## config.mk

```make
export PLATFORM = sky130hd
export DESIGN_NAME = arw_regs
export DESIGN_NICKNAME = d
export VERILOG_FILES = /design/src/arw_pkg.sv /design/src/arw_regs.sv
export VERILOG_INCLUDE_DIRS = /design/src
export SDC_FILE = /design/constraint.sdc
export NUM_CORES = 1
export LEC_CHECK = 0
export ABC_AREA = 1
export BUFFER_PORTS_ARGS = -buffer_cell sky130_fd_sc_hd__buf_2
export CELL_PAD_IN_SITES_DETAIL_PLACEMENT = 1
export CELL_PAD_IN_SITES_GLOBAL_PLACEMENT = 1
export CORE_MARGIN = 10
export CORE_UTILIZATION = 46
export DETAILED_ROUTE_END_ITERATION = 10
export GPL_ROUTABILITY_DRIVEN = 0
export PLACE_DENSITY_LB_ADDON = 0.3
export SLEW_MARGIN = 10
export SYNTH_ARGS = -nofsm -noshare
export SYNTH_HDL_FRONTEND = slang
export SYNTH_SLANG_ARGS = --single-unit
```

## constraint.sdc

```tcl
create_clock -name pclk -period 11.06 [get_ports pclk]
set_input_delay 0 -clock pclk [delete_from_list [all_inputs] [get_ports pclk]]
set_output_delay 0 -clock pclk [all_outputs]
set_load 0.005 [all_outputs]
```

## src/arw_consts.svh

```systemverilog
// Register indices, field positions and reset values of the result and window slice
`ifndef ARW_CONSTS_SVH
`define ARW_CONSTS_SVH

// Register indices; byte address is four times the index
`define ARW_IDX_LATCH 8'h0d
`define ARW_IDX_RESULT_L 8'h10
`define ARW_IDX_RESULT_H 8'h11
`define ARW_IDX_WLT_L 8'h12
`define ARW_IDX_WLT_H 8'h13
`define ARW_IDX_WHT_L 8'h14
`define ARW_IDX_WHT_H 8'h15
`define ARW_IDX_CTRL 8'h18
`define ARW_IDX_FLAGS 8'h19
`define ARW_IDX_MASK 8'h1a

// Field positions
`define ARW_FLAG_RDY 0
`define ARW_FLAG_WIN 1
`define ARW_CTRL_MODE_LSB 0
`define ARW_CTRL_ACC_LSB 4

// Reset values
`define ARW_RST_BYTE 8'h00
`define ARW_RST_WORD 16'h0000
`define ARW_RST_FLAGS 2'h0

// Conversion limits
`define ARW_CONV_MAX 10'h3ff
`define ARW_CONV_MIN 10'h000
`define ARW_ACC_LOG2_MAX 3'h6

`endif

```

## src/arw_pkg.sv

```systemverilog
// Types shared by the result and window register slice
package arw_pkg;

	// Window comparator modes; other codes never match
	typedef enum logic [2:0]
	{
		ARW_WIN_NONE = 3'h0,
		ARW_WIN_BELOW = 3'h1,
		ARW_WIN_ABOVE = 3'h2,
		ARW_WIN_INSIDE = 3'h3,
		ARW_WIN_OUTSIDE = 3'h4
	} arw_wmode_e;

	// APB request from the master
	typedef struct packed
	{
		logic psel;
		logic penable;
		logic pwrite;
		logic [11:0] paddr;
		logic [31:0] pwdata;
	} arw_apb_req_s;

	// APB answer to the master
	typedef struct packed
	{
		logic [31:0] prdata;
		logic pready;
		logic pslverr;
	} arw_apb_rsp_s;

	// One converter sample, two's complement front-end code
	typedef struct packed
	{
		logic valid;
		logic [11:0] code;
	} arw_sample_s;

	// Whole state of the slice
	typedef struct packed
	{
		logic [7:0] latch;
		logic [15:0] result;
		logic [15:0] wlt;
		logic [15:0] wht;
		logic [2:0] mode;
		logic [2:0] acc_log2;
		logic [1:0] flags;
		logic [1:0] mask;
		logic [15:0] acc;
		logic [6:0] cnt;
		arw_apb_rsp_s rsp;
		logic irq;
	} arw_state_s;

endpackage

```

## src/arw_regs.sv

```systemverilog
// Result, window threshold and shared wide-access latch registers behind an APB slave
//
// Added by the designer: the APB register port.
`include "arw_consts.svh"

// Register map, byte address four times the index
// Latch at 0x34, shared by all wide pairs
// Result low and high at 0x40 and 0x44, read only
// Low threshold at 0x48 and 0x4c
// High threshold at 0x50 and 0x54
// Control at 0x60: mode in 2:0, accumulate log2 in 6:4
// Flags at 0x64: ready bit 0, match bit 1, write one clears
// Mask at 0x68, same layout as the flags
// Wide pairs move low byte first, read and write alike
// Another wide access between the two halves corrupts the pair
// Software keeps pairs atomic against its own interrupt handlers

module arw_regs
(
	input wire logic pclk,
	input wire logic presetn,
	input wire arw_pkg::arw_apb_req_s apb_req,
	output arw_pkg::arw_apb_rsp_s apb_rsp,
	input wire arw_pkg::arw_sample_s sample,
	output logic irq,
	output logic result_ready,
	output logic window_match
);
	import arw_pkg::*;

	// Registered state and its next value
	arw_state_s st_ff;
	arw_state_s nxt_st;

	// Bus decode terms
	logic [7:0] idx;
	logic idx_ok;
	logic take;
	logic [7:0] wd;

	// Read data and flag update terms
	logic [31:0] rd;
	logic err;
	logic [1:0] clr;
	logic [1:0] set;

	// Sample path terms
	logic [9:0] conv;
	logic [15:0] sum;
	logic [6:0] cnt_inc;
	logic [6:0] target;

	// Saturate the front-end code to a ten bit magnitude
	function automatic logic [9:0] arw_sat10(input logic [11:0] code);
		logic [9:0] v;
		if (code[11])
		begin
			v = `ARW_CONV_MIN;
		end
		else if (code[10])
		begin
			v = `ARW_CONV_MAX;
		end
		else
		begin
			v = code[9:0];
		end
		return v;
	endfunction

	// Window test on unsigned values; reserved codes never match
	function automatic logic arw_win_hit(input logic [15:0] r, input logic [15:0] lo, input logic [15:0] hi,
		input logic [2:0] m);
		logic h;
		h = 1'b0;
		case (m)
			ARW_WIN_BELOW: h = (r < lo);
			ARW_WIN_ABOVE: h = (r > hi);
			ARW_WIN_INSIDE: h = (r > lo) && (r < hi);
			ARW_WIN_OUTSIDE: h = (r < lo) || (r > hi);
			default: h = 1'b0;
		endcase
		return h;
	endfunction

	// Byte register onto the read bus, upper lanes zero
	function automatic logic [31:0] arw_byte_rd(input logic [7:0] b);
		return {24'h000000, b};
	endfunction

	// Clamp the accumulate setting to the largest allowed batch
	function automatic logic [2:0] arw_cap_log2(input logic [2:0] f);
		logic [2:0] c;
		c = f;
		if (f > `ARW_ACC_LOG2_MAX)
		begin
			c = `ARW_ACC_LOG2_MAX;
		end
		return c;
	endfunction

	// Word aligned index decode; anything outside the window is unmapped
	assign idx = apb_req.paddr[9:2];
	assign idx_ok = (apb_req.paddr[11:10] == 2'h0) && (apb_req.paddr[1:0] == 2'h0);
	assign wd = apb_req.pwdata[7:0];

	// Next state: bus access first, then the sample path, then the flags
	always_comb
	begin
		nxt_st = st_ff;
		rd = 32'h00000000;
		err = 1'b0;
		clr = 2'h0;
		set = 2'h0;
		conv = 10'h000;
		sum = 16'h0000;
		cnt_inc = 7'h00;
		target = 7'h00;
		// One wait state: act on the first access cycle, answer on the next
		take = apb_req.psel & apb_req.penable & ~st_ff.rsp.pready;

		if (take)
		begin
			if (!idx_ok)
			begin
				err = 1'b1;
			end
			else if (idx == `ARW_IDX_LATCH)
			begin
				rd = arw_byte_rd(st_ff.latch);
				if (apb_req.pwrite)
				begin
					nxt_st.latch = wd;
				end
			end
			// Result low byte; its read arms the pair and clears the flags
			else if (idx == `ARW_IDX_RESULT_L)
			begin
				// Result is read only; writes are dropped without error
				if (!apb_req.pwrite)
				begin
					rd = arw_byte_rd(st_ff.result[7:0]);
					nxt_st.latch = st_ff.result[15:8];
					clr = 2'h3;
				end
			end
			// Result high byte, the half kept by the low read
			else if (idx == `ARW_IDX_RESULT_H)
			begin
				if (!apb_req.pwrite)
				begin
					rd = arw_byte_rd(st_ff.latch);
				end
			end
			// Low threshold, low byte
			else if (idx == `ARW_IDX_WLT_L)
			begin
				if (apb_req.pwrite)
				begin
					nxt_st.latch = wd;
				end
				else
				begin
					rd = arw_byte_rd(st_ff.wlt[7:0]);
					nxt_st.latch = st_ff.wlt[15:8];
				end
			end
			// Low threshold, high byte; a write commits the pair
			else if (idx == `ARW_IDX_WLT_H)
			begin
				if (apb_req.pwrite)
				begin
					nxt_st.wlt = {wd, st_ff.latch};
				end
				else
				begin
					rd = arw_byte_rd(st_ff.latch);
				end
			end
			// High threshold, low byte
			else if (idx == `ARW_IDX_WHT_L)
			begin
				if (apb_req.pwrite)
				begin
					nxt_st.latch = wd;
				end
				else
				begin
					rd = arw_byte_rd(st_ff.wht[7:0]);
					nxt_st.latch = st_ff.wht[15:8];
				end
			end
			// High threshold, high byte; a write commits the pair
			else if (idx == `ARW_IDX_WHT_H)
			begin
				if (apb_req.pwrite)
				begin
					nxt_st.wht = {wd, st_ff.latch};
				end
				else
				begin
					rd = arw_byte_rd(st_ff.latch);
				end
			end
			// Window mode and accumulate setting
			else if (idx == `ARW_IDX_CTRL)
			begin
				if (apb_req.pwrite)
				begin
					nxt_st.mode = wd[`ARW_CTRL_MODE_LSB +: 3];
					nxt_st.acc_log2 = arw_cap_log2(wd[`ARW_CTRL_ACC_LSB +: 3]);
					// A half-built sum under the old setting would be meaningless
					nxt_st.acc = `ARW_RST_WORD;
					nxt_st.cnt = 7'h00;
				end
				else
				begin
					rd[`ARW_CTRL_MODE_LSB +: 3] = st_ff.mode;
					rd[`ARW_CTRL_ACC_LSB +: 3] = st_ff.acc_log2;
				end
			end
			// Sticky event flags
			else if (idx == `ARW_IDX_FLAGS)
			begin
				if (apb_req.pwrite)
				begin
					clr = wd[1:0];
				end
				else
				begin
					rd[1:0] = st_ff.flags;
				end
			end
			// Interrupt mask
			else if (idx == `ARW_IDX_MASK)
			begin
				if (apb_req.pwrite)
				begin
					nxt_st.mask = wd[1:0];
				end
				else
				begin
					rd[1:0] = st_ff.mask;
				end
			end
			else
			begin
				err = 1'b1;
			end
		end

		conv = arw_sat10(sample.code);
		sum = nxt_st.acc + {6'h00, conv};
		// Batch position against the selected batch size
		cnt_inc = nxt_st.cnt + 7'h01;
		target = 7'h01 << nxt_st.acc_log2;
		// Built on nxt_st, so a control write this cycle starts a fresh batch
		if (sample.valid)
		begin
			if (cnt_inc == target)
			begin
				nxt_st.result = sum;
				nxt_st.acc = `ARW_RST_WORD;
				nxt_st.cnt = 7'h00;
				set[`ARW_FLAG_RDY] = 1'b1;
				set[`ARW_FLAG_WIN] = arw_win_hit(sum, nxt_st.wlt, nxt_st.wht, nxt_st.mode);
			end
			else
			begin
				nxt_st.acc = sum;
				nxt_st.cnt = cnt_inc;
			end
		end

		// Set beats clear so a completion during a clear is not lost
		nxt_st.flags = (st_ff.flags & ~clr) | set;
		// Level interrupt from unmasked flags
		nxt_st.irq = |(nxt_st.flags & nxt_st.mask);

		// Answer registered one cycle after the access starts
		nxt_st.rsp.pready = take;
		nxt_st.rsp.pslverr = err;
		// Read data holds until the next answer
		if (take)
		begin
			nxt_st.rsp.prdata = rd;
		end
	end

	// State register; every reset value is zero
	always_ff @(posedge pclk or negedge presetn)
	begin
		if (!presetn)
		begin
			st_ff <= '0;
		end
		else
		begin
			st_ff <= nxt_st;
		end
	end

	// Outputs straight from the state register
	assign apb_rsp = st_ff.rsp;
	assign irq = st_ff.irq;
	assign result_ready = st_ff.flags[`ARW_FLAG_RDY];
	assign window_match = st_ff.flags[`ARW_FLAG_WIN];

endmodule

```

After elaboration in Yosys (flattened, before gate mapping)
Index checks and enable logic that the tools add are counted.
Word-level totals
  memories kept: 0
  flip-flop bits (word level): 124
  word-level logic and storage cells: 154
  ROM bits: 0
  RAM bits: 0
  output and inout bits: 37
  input bits: 62
  bits in latches: 0
Cells by class
  muxes and demuxes: 97
  reductions and logical operators: 9
  equality and inequality tests: 19
  $lt $le $gt $ge: 5
  $add $sub $neg: 2
  multipliers: 0
  divide/modulo/power cells: 0
  shifts and indexed selects: 1
  bitwise gates (word level): 7
Operator list (count)
  $mux 25: 10
  $mux 38: 6
  $mux 32: 7
  $mux 8: 14
  $mux 23: 4
  $eq 8x5->1 const B: 9
  $mux 16: 4
  $mux 2: 24
  $mux 22: 2
  $gt 16x16->1: 2
  $lt 16x16->1: 2
  $mux 10: 2
  $mux 3: 6
  $mux 6: 3
  $add 16x10->16: 1
  $mux 1: 14
  $eq 8x4->1 const B: 1
  $add 7x1->7 const B: 1
  $eq 7x7->1: 1
  $reduce_and 7->1: 1
  $shl 1x3->7 const A: 1
  $eq 3x2->1 const B: 2
  $ne 3x3->1 const B: 2
  $and 2x2->2: 2
  16 further kinds: 19

Logic depth before layout (Yosys ltp)
Gate-level depths: netlist (run 1).
  depth after elaboration: 22
  depth in mapped cells: 36
  mapped depth without buffers: 34

Least setup slack after synthesis (run 1)
OpenSTA, ideal clock, no wires.
  path type: flip-flop to flip-flop
  start point: register st_ff, in the netlist apb_rsp[1]
  end point: register st_ff, in the netlist irq
  required time: 10.995 ns
  period minus slack after synthesis: 4.285 ns
  library setup time: 0.065 ns
  buffers on the path: 1
  arrival time: 4.220 ns
  slack: 6.775 ns
  stages on the path, launching flop included: 32
  path through: dfrtp_1 > inv_1 > nand3_2 > nor2_4 > nand2_4 > nor2_2 > clkbuf_1 > nor2_1 > ha_1 > fa_1 > nand3_1 > nand3_1 > nand2_1 > o211ai_1 > nand3_1 > nand2_1 > nand3_1 > xnor2_1 > inv_1 > ha_1 > nand2_1 > nor4_1 > a21oi_1 > nor2_1 > nand3_1 > nand2_1 > nand2_1 > nand2_1 > nand4_1 > nand2_1 > nand2_1 > nand2_1
RTL lines
  from (decl): line arw_regs.sv:32  | arw_state_s st_ff;
  from (signal assigned): line arw_regs.sv:299  | st_ff <= nxt_st;

==> impl_metrics.ini, run 1 <==
[outcome]
status = finished, final reports clean

[route]
drtPass1Iterations = 5
vias_per_cell = 5.473
vias = 7192
wl_per_cell_um = 18.47
ant_nets = 0
drtIter0Drc = 437
drc = 0
drt-total-wl_mm = 24.27

[yosys]
synth_compound_area_frac = 0.1602
yosys.area_share.simple = 0.2762
yosys.area_share.xor_xnor = 0.01500
ys.flop_type = dfrtp_1
synth_mux_area_frac = 0.005274
ys_warn_count = 0
yosysSeqAreaShare = 0.3296
synth_adder_area_share = 0.07350
yosysTopAreaCellShare = 0.3296
yosysUniqueCellTypes = 51
synth_edf_count = 0
synth_top_family_by_area = simple AND/OR/NAND/NOR gates
async_flop_share = 1.000
netlist_top_cells_area = dfrtp_1, nand2_1, inv_1, ha_1, o21ai_0
netlist_area_um2 = 7592
avgSynthCellArea_um2 = 7.149
synthCells = 1062
yosysTopAreaCell = dfrtp_1
postSynthRegisterBits = 100

[power]
cellPowerDensity_nw_per_um2 = 171.9
switchingPower_mw = 0.5776
p_leak_nw = 4.257
combPwrFrac = 0.418
p_int_mw = 0.8345
clockPowerShare = 0.258
switching_share = 0.4090
peakVddDrop_v = 0.0001221
p_seq_frac = 0.324

[sta]
fin_crit_ps = 6177
maxSlewViolCount = 0
tns_ps = 0
finClkSkew_ps = 10.02
relSlewSlack = 0.1916
fmaxAchievable_ghz = 0.1619
fin_hold_ws_ps = 6.535
rsz0062_at_grt = no
tightestPinTransition_ps = 1208
fin_crit_sh = 0.5585
hold_viol = 0
setup_viol = 0

[grt]
grt_pass1_wl_mm = 39.39
grt_overflow_total = 0
track_usage = 0.2229
antenna_found_initial = 0
grt_max_degree = 52
grt_pass1_vias = 7526

[setup_path]
slowest_stage = dlygate4sd3_1
regToRegStartpoint = apb_rsp[1]
crit_path_start = apb_req[33]
crit_type = primary input to flop
critPathArrivalTime_ps = 6440
crit_top_cell = nand2_1
slowest_delay_ps = 560
worst-endpoint-required_ps = 11320
cp-end-kind = flop
crit_path_start_kind = primary input
worstPathMaxFanout = 13

[cts]
h-tree-depth = 3
post_cts_buffers = 0
cts.clk_slew.worst_paths_ps = 70
cts_buffer_depth = 2
clock-root-buffer = clkbuf_16
cts_tree = done
clkLatencyLatePin_ps = 370
cts_buffers = 9
cts.sinks = 100

[final_layout]
antenna_cells = 0
regArea_um2 = 2502
area_growth_pct = 8.191
final_util = 0.5115
n_fill_cell = 2093
finalNetCount = 1199
multiInputGateArea_um2 = 4115
layout_common_cells = nand2_1, inv_1, dfrtp_1
layout_commonest_cell = nand2_1
drive_above_1_share = 0.1284

[flow_run]
maxCapViolCount = 0

[floorplanning]
boundaryPins = 99
initial_core_util = 0.4728
num_rows = 46
fp.dieW_um = 148.5
core_area_um2 = 16060
dieArea_um2 = 22040
die-height_um = 148.5

[worst_hold_path]
hp-class = primary input to flop
min_from = apb_req[6]

[place]
place_hpwl_mm = 18.41
io_buffer_count = 50
==> area by class of cell <==
type / count / area share
timing repair buffer: 61 / 0.04356
clock buffer: 11 / 0.03077
tap: 216 / 0.03290
clock inverter: 5 / 0.01005
multi-input combinational: 755 / 0.5010
inverter: 166 / 0.07708
sequential: 100 / 0.3046
==> cell families after synthesis <==
| group | count (synthesis) |
|---|---|
| other | 1 |
| buffers and inverters | 230 |
| DFF | 100 |
| xor gates and xnor gates | 13 |
| adders and majority gates | 44 |
| AOI/OAI and AO/OA | 210 |
| muxes | 4 |
| and+or+nand+nor | 460 |
==> worst max-delay path: cells and delay by family <==
| kind | cells | cell delay, ps |
|---|---|---|
| buffers and inverters | 4 | 1350 |
| xor gates and xnor gates | 1 | 200 |
| adders and majority gates | 3 | 1080 |
| AOI/OAI and AO/OA | 3 | 410 |
| and+or+nand+nor | 23 | 3370 |
==> per-layer routing <==
layer	vias up	track usage	wire, um
li1	3439	-	-
met5	-	0	0
met1	3530	0.2747	10780
met2	182	0.3809	11700
met3	41	0.04399	1203
met4	0	0.07136	585
==> synthesized netlist by cell type, types with 3 or more instances <==
cell type / n
nand4_1: 14
dfrtp_1: 100
clkbuf_1: 19
nand2_4: 4
nor2_1: 85
o211ai_1: 9
nand2_2: 22
buf_6: 5
nor2_4: 9
o21ai_0: 81
xnor2_1: 3
nor3_1: 8
o22ai_1: 13
nand2_1: 246
mux2i_1: 4
buf_4: 35
a221oi_1: 8
nor2_2: 6
o21a_1: 4
xor2_1: 10
or2_2: 3
nor4_1: 4
ha_1: 43
inv_2: 9
o21ai_1: 9
o21ai_2: 11
a211oi_1: 3
nand3_1: 52
inv_1: 152
a21oi_1: 61
==> flip-flops by register name (all words and copies together), names as in the netlist <==
register,cells
apb_rsp,10
irq,1
result_ready,1
st_ff,87
window_match,1
==> metrics by stage <==
| stage | worst slack [ps] | instances | total power [mW] | area, um2 |
|---|---|---|---|---|
| floorplan | 6775 | 1085 | 0.8893 | 7679 |
| global placement | 5231 | 1289 | 1.010 | 7789 |
| detailed placement | 5049 | 1289 | 1.042 | 7789 |
| CTS | 4871 | 1314 | 1.421 | 8214 |
| global route | 4344 | 1314 | 1.530 | 8214 |
| finish | 4883 | 1314 | 1.412 | 8214 |
==> power groups by stage <==
stage	Sequential, mW	Combinational, mW	Clock, mW
6_report	0.458	0.590	0.364
5_1_grt	0.463	0.683	0.384
4_1_cts	0.457	0.593	0.370
3_5_place_dp	0.463	0.579	0
3_3_place_gp	0.460	0.550	0
2_1_floorplan	0.452	0.437	0
==> path summary, 6_finish.rpt <==
check | end | slack [ps] | depth (start not counted)
min in group asynchronous | st_ff[84] | 210 | 2
worst max register to register | irq | 5070 | 31
worst max-delay path | irq | 4880 | 34
worst min-delay path | st_ff[122] | 7 | 3
worst min register to register | st_ff[112] | 490 | 2
max in group asynchronous | st_ff[55] | 9690 | 3
==> repair_timing <==
action | CTS | global route
hold buffers | 9 | 0
hold endpoints to repair | 55 | 0
gates resized for setup | 0 | 0
Power figures use the tool's default switching activity.
==> run 2, diff against run 1 <==
Settings changed: ABC_AREA 1 to 0, CORE_UTILIZATION 46 to 45.
Clock period 11.06 ns to 6.3 ns, I/O delays scaled along.
==> run 2 against run 1 <==
Wire length is 9.8% lower; clock skew is 3.8 ps lower; non-clock buffer count is 12 higher; synthesized cell count is 28% lower; clock power is 79% higher; design area is 5.6% lower; register-to-register slack worse by 4400 ps; first-iteration DRC count is 3.4% lower; final cell count is 24% lower; largest cell class unchanged; sequential share of layout area is 1.8 points higher; combinational power is 97% higher; via count is 17% lower.
==> impl_metrics.ini, run 2 <==
[outcome]
status = finished, final reports clean

[yosys]
ys_warn_count = 0
yosysMostFrequentCell = dfrtp_1
netlist_area_um2 = 6978
netlist_top_cells_area = dfrtp_1, ha_1, mux2_2, nand2_1, buf_4
synth_top_family_by_area = compound AO/OA/AOI/OAI gates
synth_edf_count = 0
yosysSeqAreaShare = 0.3586
yosysTopAreaCell = dfrtp_1
yosys.area_share.xor_xnor = 0.02385
synth_mux_area_frac = 0.1054
avgSynthCellArea_um2 = 9.182
synthCells = 760
synth_adder_area_share = 0.07997
synth_compound_area_frac = 0.1772
synthTopCellsByCount = dfrtp_1, nand2_1, nor2_1
yosys.area_share.simple = 0.1727
yosysTopAreaCellShare = 0.3586
async_flop_share = 1.000
postSynthRegisterBits = 100
ys.flop_type = dfrtp_1
yosysUniqueCellTypes = 80

[final_layout]
layout_common_cells = dfrtp_1, nand2_1, nor2_1
largest_reg_flops = 87
finalNetCount = 907
finalNonFillerCells = 994
drive_above_1_share = 0.1886
layout_commonest_cell = dfrtp_1
n_fill_cell = 1764
fin_area_um2 = 7751
area_growth_pct = 11.08
top_register = st_ff
antenna_cells = 0
final_util = 0.5099

[sta]
tightestPinTransition_ps = 1105
setup_viol = 0
tns_ps = 0
fin_crit_ps = 5902
rsz0062_at_grt = no
finClkSkew_ps = 6.231
fmaxAchievable_ghz = 0.1694
fin_crit_sh = 0.9367
fin_hold_ws_ps = 36.26
timing.final.ws_setup_ps = 398.5
relSlewSlack = 0.2627
hold_viol = 0
maxSlewViolCount = 0

[cts]
cts_tree = done
cts.clk_slew.worst_paths_ps = 70
cts_buffers = 9
h-tree-depth = 3
clock-root-buffer = clkbuf_16
cts_buffer_depth = 2
clkLatencyLatePin_ps = 360
cts.sinks = 100
post_cts_buffers = 0

[route]
drtPass1Iterations = 6
ant_nets = 0
drc = 0
drt-total-wl_mm = 21.88
vias = 5949
wl_per_cell_um = 22.02
vias_per_cell = 5.985
drtIter0Drc = 422

[place]
dp_cells = 967
place_ws_ps = 306.8
place_hpwl_mm = 16.26
io_buffer_count = 50
place_area_um2 = 7253

[grt]
track_usage = 0.2146
antenna_found_initial = 0
grt_max_degree = 74
grt_overflow_total = 0
grt_pass1_wl_mm = 35.23
grt_pass1_vias = 6512

[power]
cellPowerDensity_nw_per_um2 = 340.3
p_seq_frac = 0.312
p_int_mw = 1.614
p_total_mw = 2.638
switching_share = 0.3881
clockPowerShare = 0.246
switchingPower_mw = 1.024
peakVddDrop_v = 0.0001544
p_leak_nw = 3.540
combPwrFrac = 0.442

[setup_path]
path_delay_family = compound AO/OA/AOI/OAI gates
crit_type = primary input to flop
crit_path_start_kind = primary input
regToRegStartpoint = apb_rsp[1]
critPathArrivalTime_ps = 6180
worst-endpoint-required_ps = 6580
slowest_stage = dlygate4sd3_1
critPathBufInv = 2
cp-end-kind = flop
worstPathMaxFanout = 7
crit_chain = dlygate4sd3_1, buf_2, or4_4, a311o_1, or2_1, and2_1, ha_1, fa_1, a21o_1, a21oi_1, o21a_1, o311a_4, nor2_1, xnor2_1, nor2_2, ha_1, and4_1, o211ai_1, a31oi_1, a211oi_2, or3_1, a211oi_1, o211ai_1, o21ai_0
crit_path_start = apb_req[42]
slowest_delay_ps = 530

[flow_run]
maxCapViolCount = 0

[worst_hold_path]
hp-class = primary input to flop
min_from = apb_req[0]

[floorplanning]
core_area_um2 = 15200
boundaryPins = 99
die-height_um = 144.5
num_rows = 45
dieArea_um2 = 20890
initial_core_util = 0.4590
fp.dieW_um = 144.5
==> run 2: cell types whose count changed in the layout (fill, tap and decap cells not counted), sizes merged, moves of 16 or more <==
cell	previous run	this run
nor2	101	65
nand3	56	17
mux2	0	49
inv	164	46
a21oi	61	45
nand2	273	73
o21ai	101	33
and2	0	20
==> run 2: cells by family after synthesis <==
kind of cell             after synthesis
AND/OR/NAND/NOR                      240
XOR/XNOR                              19
buffers and inverters                113
flip-flops                           100
adder cells (fa/ha/maj)               44
multiplexers                          64
other                                  1
AO/OA/AOI/OAI                        179
==> run 2: final timing paths <==
check,endpoint,slack [ps],cells past startpoint
hold reg to reg,apb_rsp[2],480,2
min in group asynchronous,apb_rsp[8],90,2
hold / removal,st_ff[58],40,2
max in group asynchronous,st_ff[99],4940,3
setup reg to reg,irq,680,22
setup / recovery,irq,400,24
==> run 2: worst reg2reg max path, cell delays in order, from the launching register on <==
cell and delay (ps):
dfrtp_1 380, nand3b_1 200, a311o_1 310, or2_1 370
and2_1 240, ha_1 260, fa_1 460, a21o_1 210
a21oi_1 260, o21a_1 220, o311a_4 260, nor2_1 90
xnor2_1 180, nor2_2 90, ha_1 290, and4_1 300
o211ai_1 120, a31oi_1 210, a211oi_2 110, or3_1 370
a211oi_1 250, o211ai_1 150, o21ai_0 220
==> run 2: power groups by stage <==
stage               clock network, mW  registers [mW]  logic (mW)
floorplan                           0           0.801       0.823
global placement                    0           0.827        1.02
detailed placement                  0           0.833        1.11
CTS                             0.658           0.821        1.13
global route                    0.693           0.834        1.31
finish                          0.650           0.824        1.16
==> run 2: cell type report <==
cell class | instances | area [um2] | share of cell area
clock buffers | 9 | 225.2 | 0.02906
clock inverters | 7 | 115.1 | 0.01485
inverters | 47 | 176.4 | 0.02276
multi-input cells | 570 | 4044 | 0.5217
flip-flops and latches | 100 | 2502 | 0.3228
well taps | 188 | 235.2 | 0.03035
repair buffers | 73 | 452.9 | 0.05843
==> run 2: per-layer routing <==
metal,vias to the layer above,routed length (um),GRT usage
met1,2954,9554,0.2648
li1,2759,-,-
met4,0,621,0.09521
met3,34,1128,0.03214
met5,-,0,0
met2,202,10580,0.3624
==> run 2: repair_timing <==
item	in CTS	in global routing
endpoints found under the hold margin	39	0
setup endpoints to repair	0	2
resized for setup	0	9
hold buffers	11	0
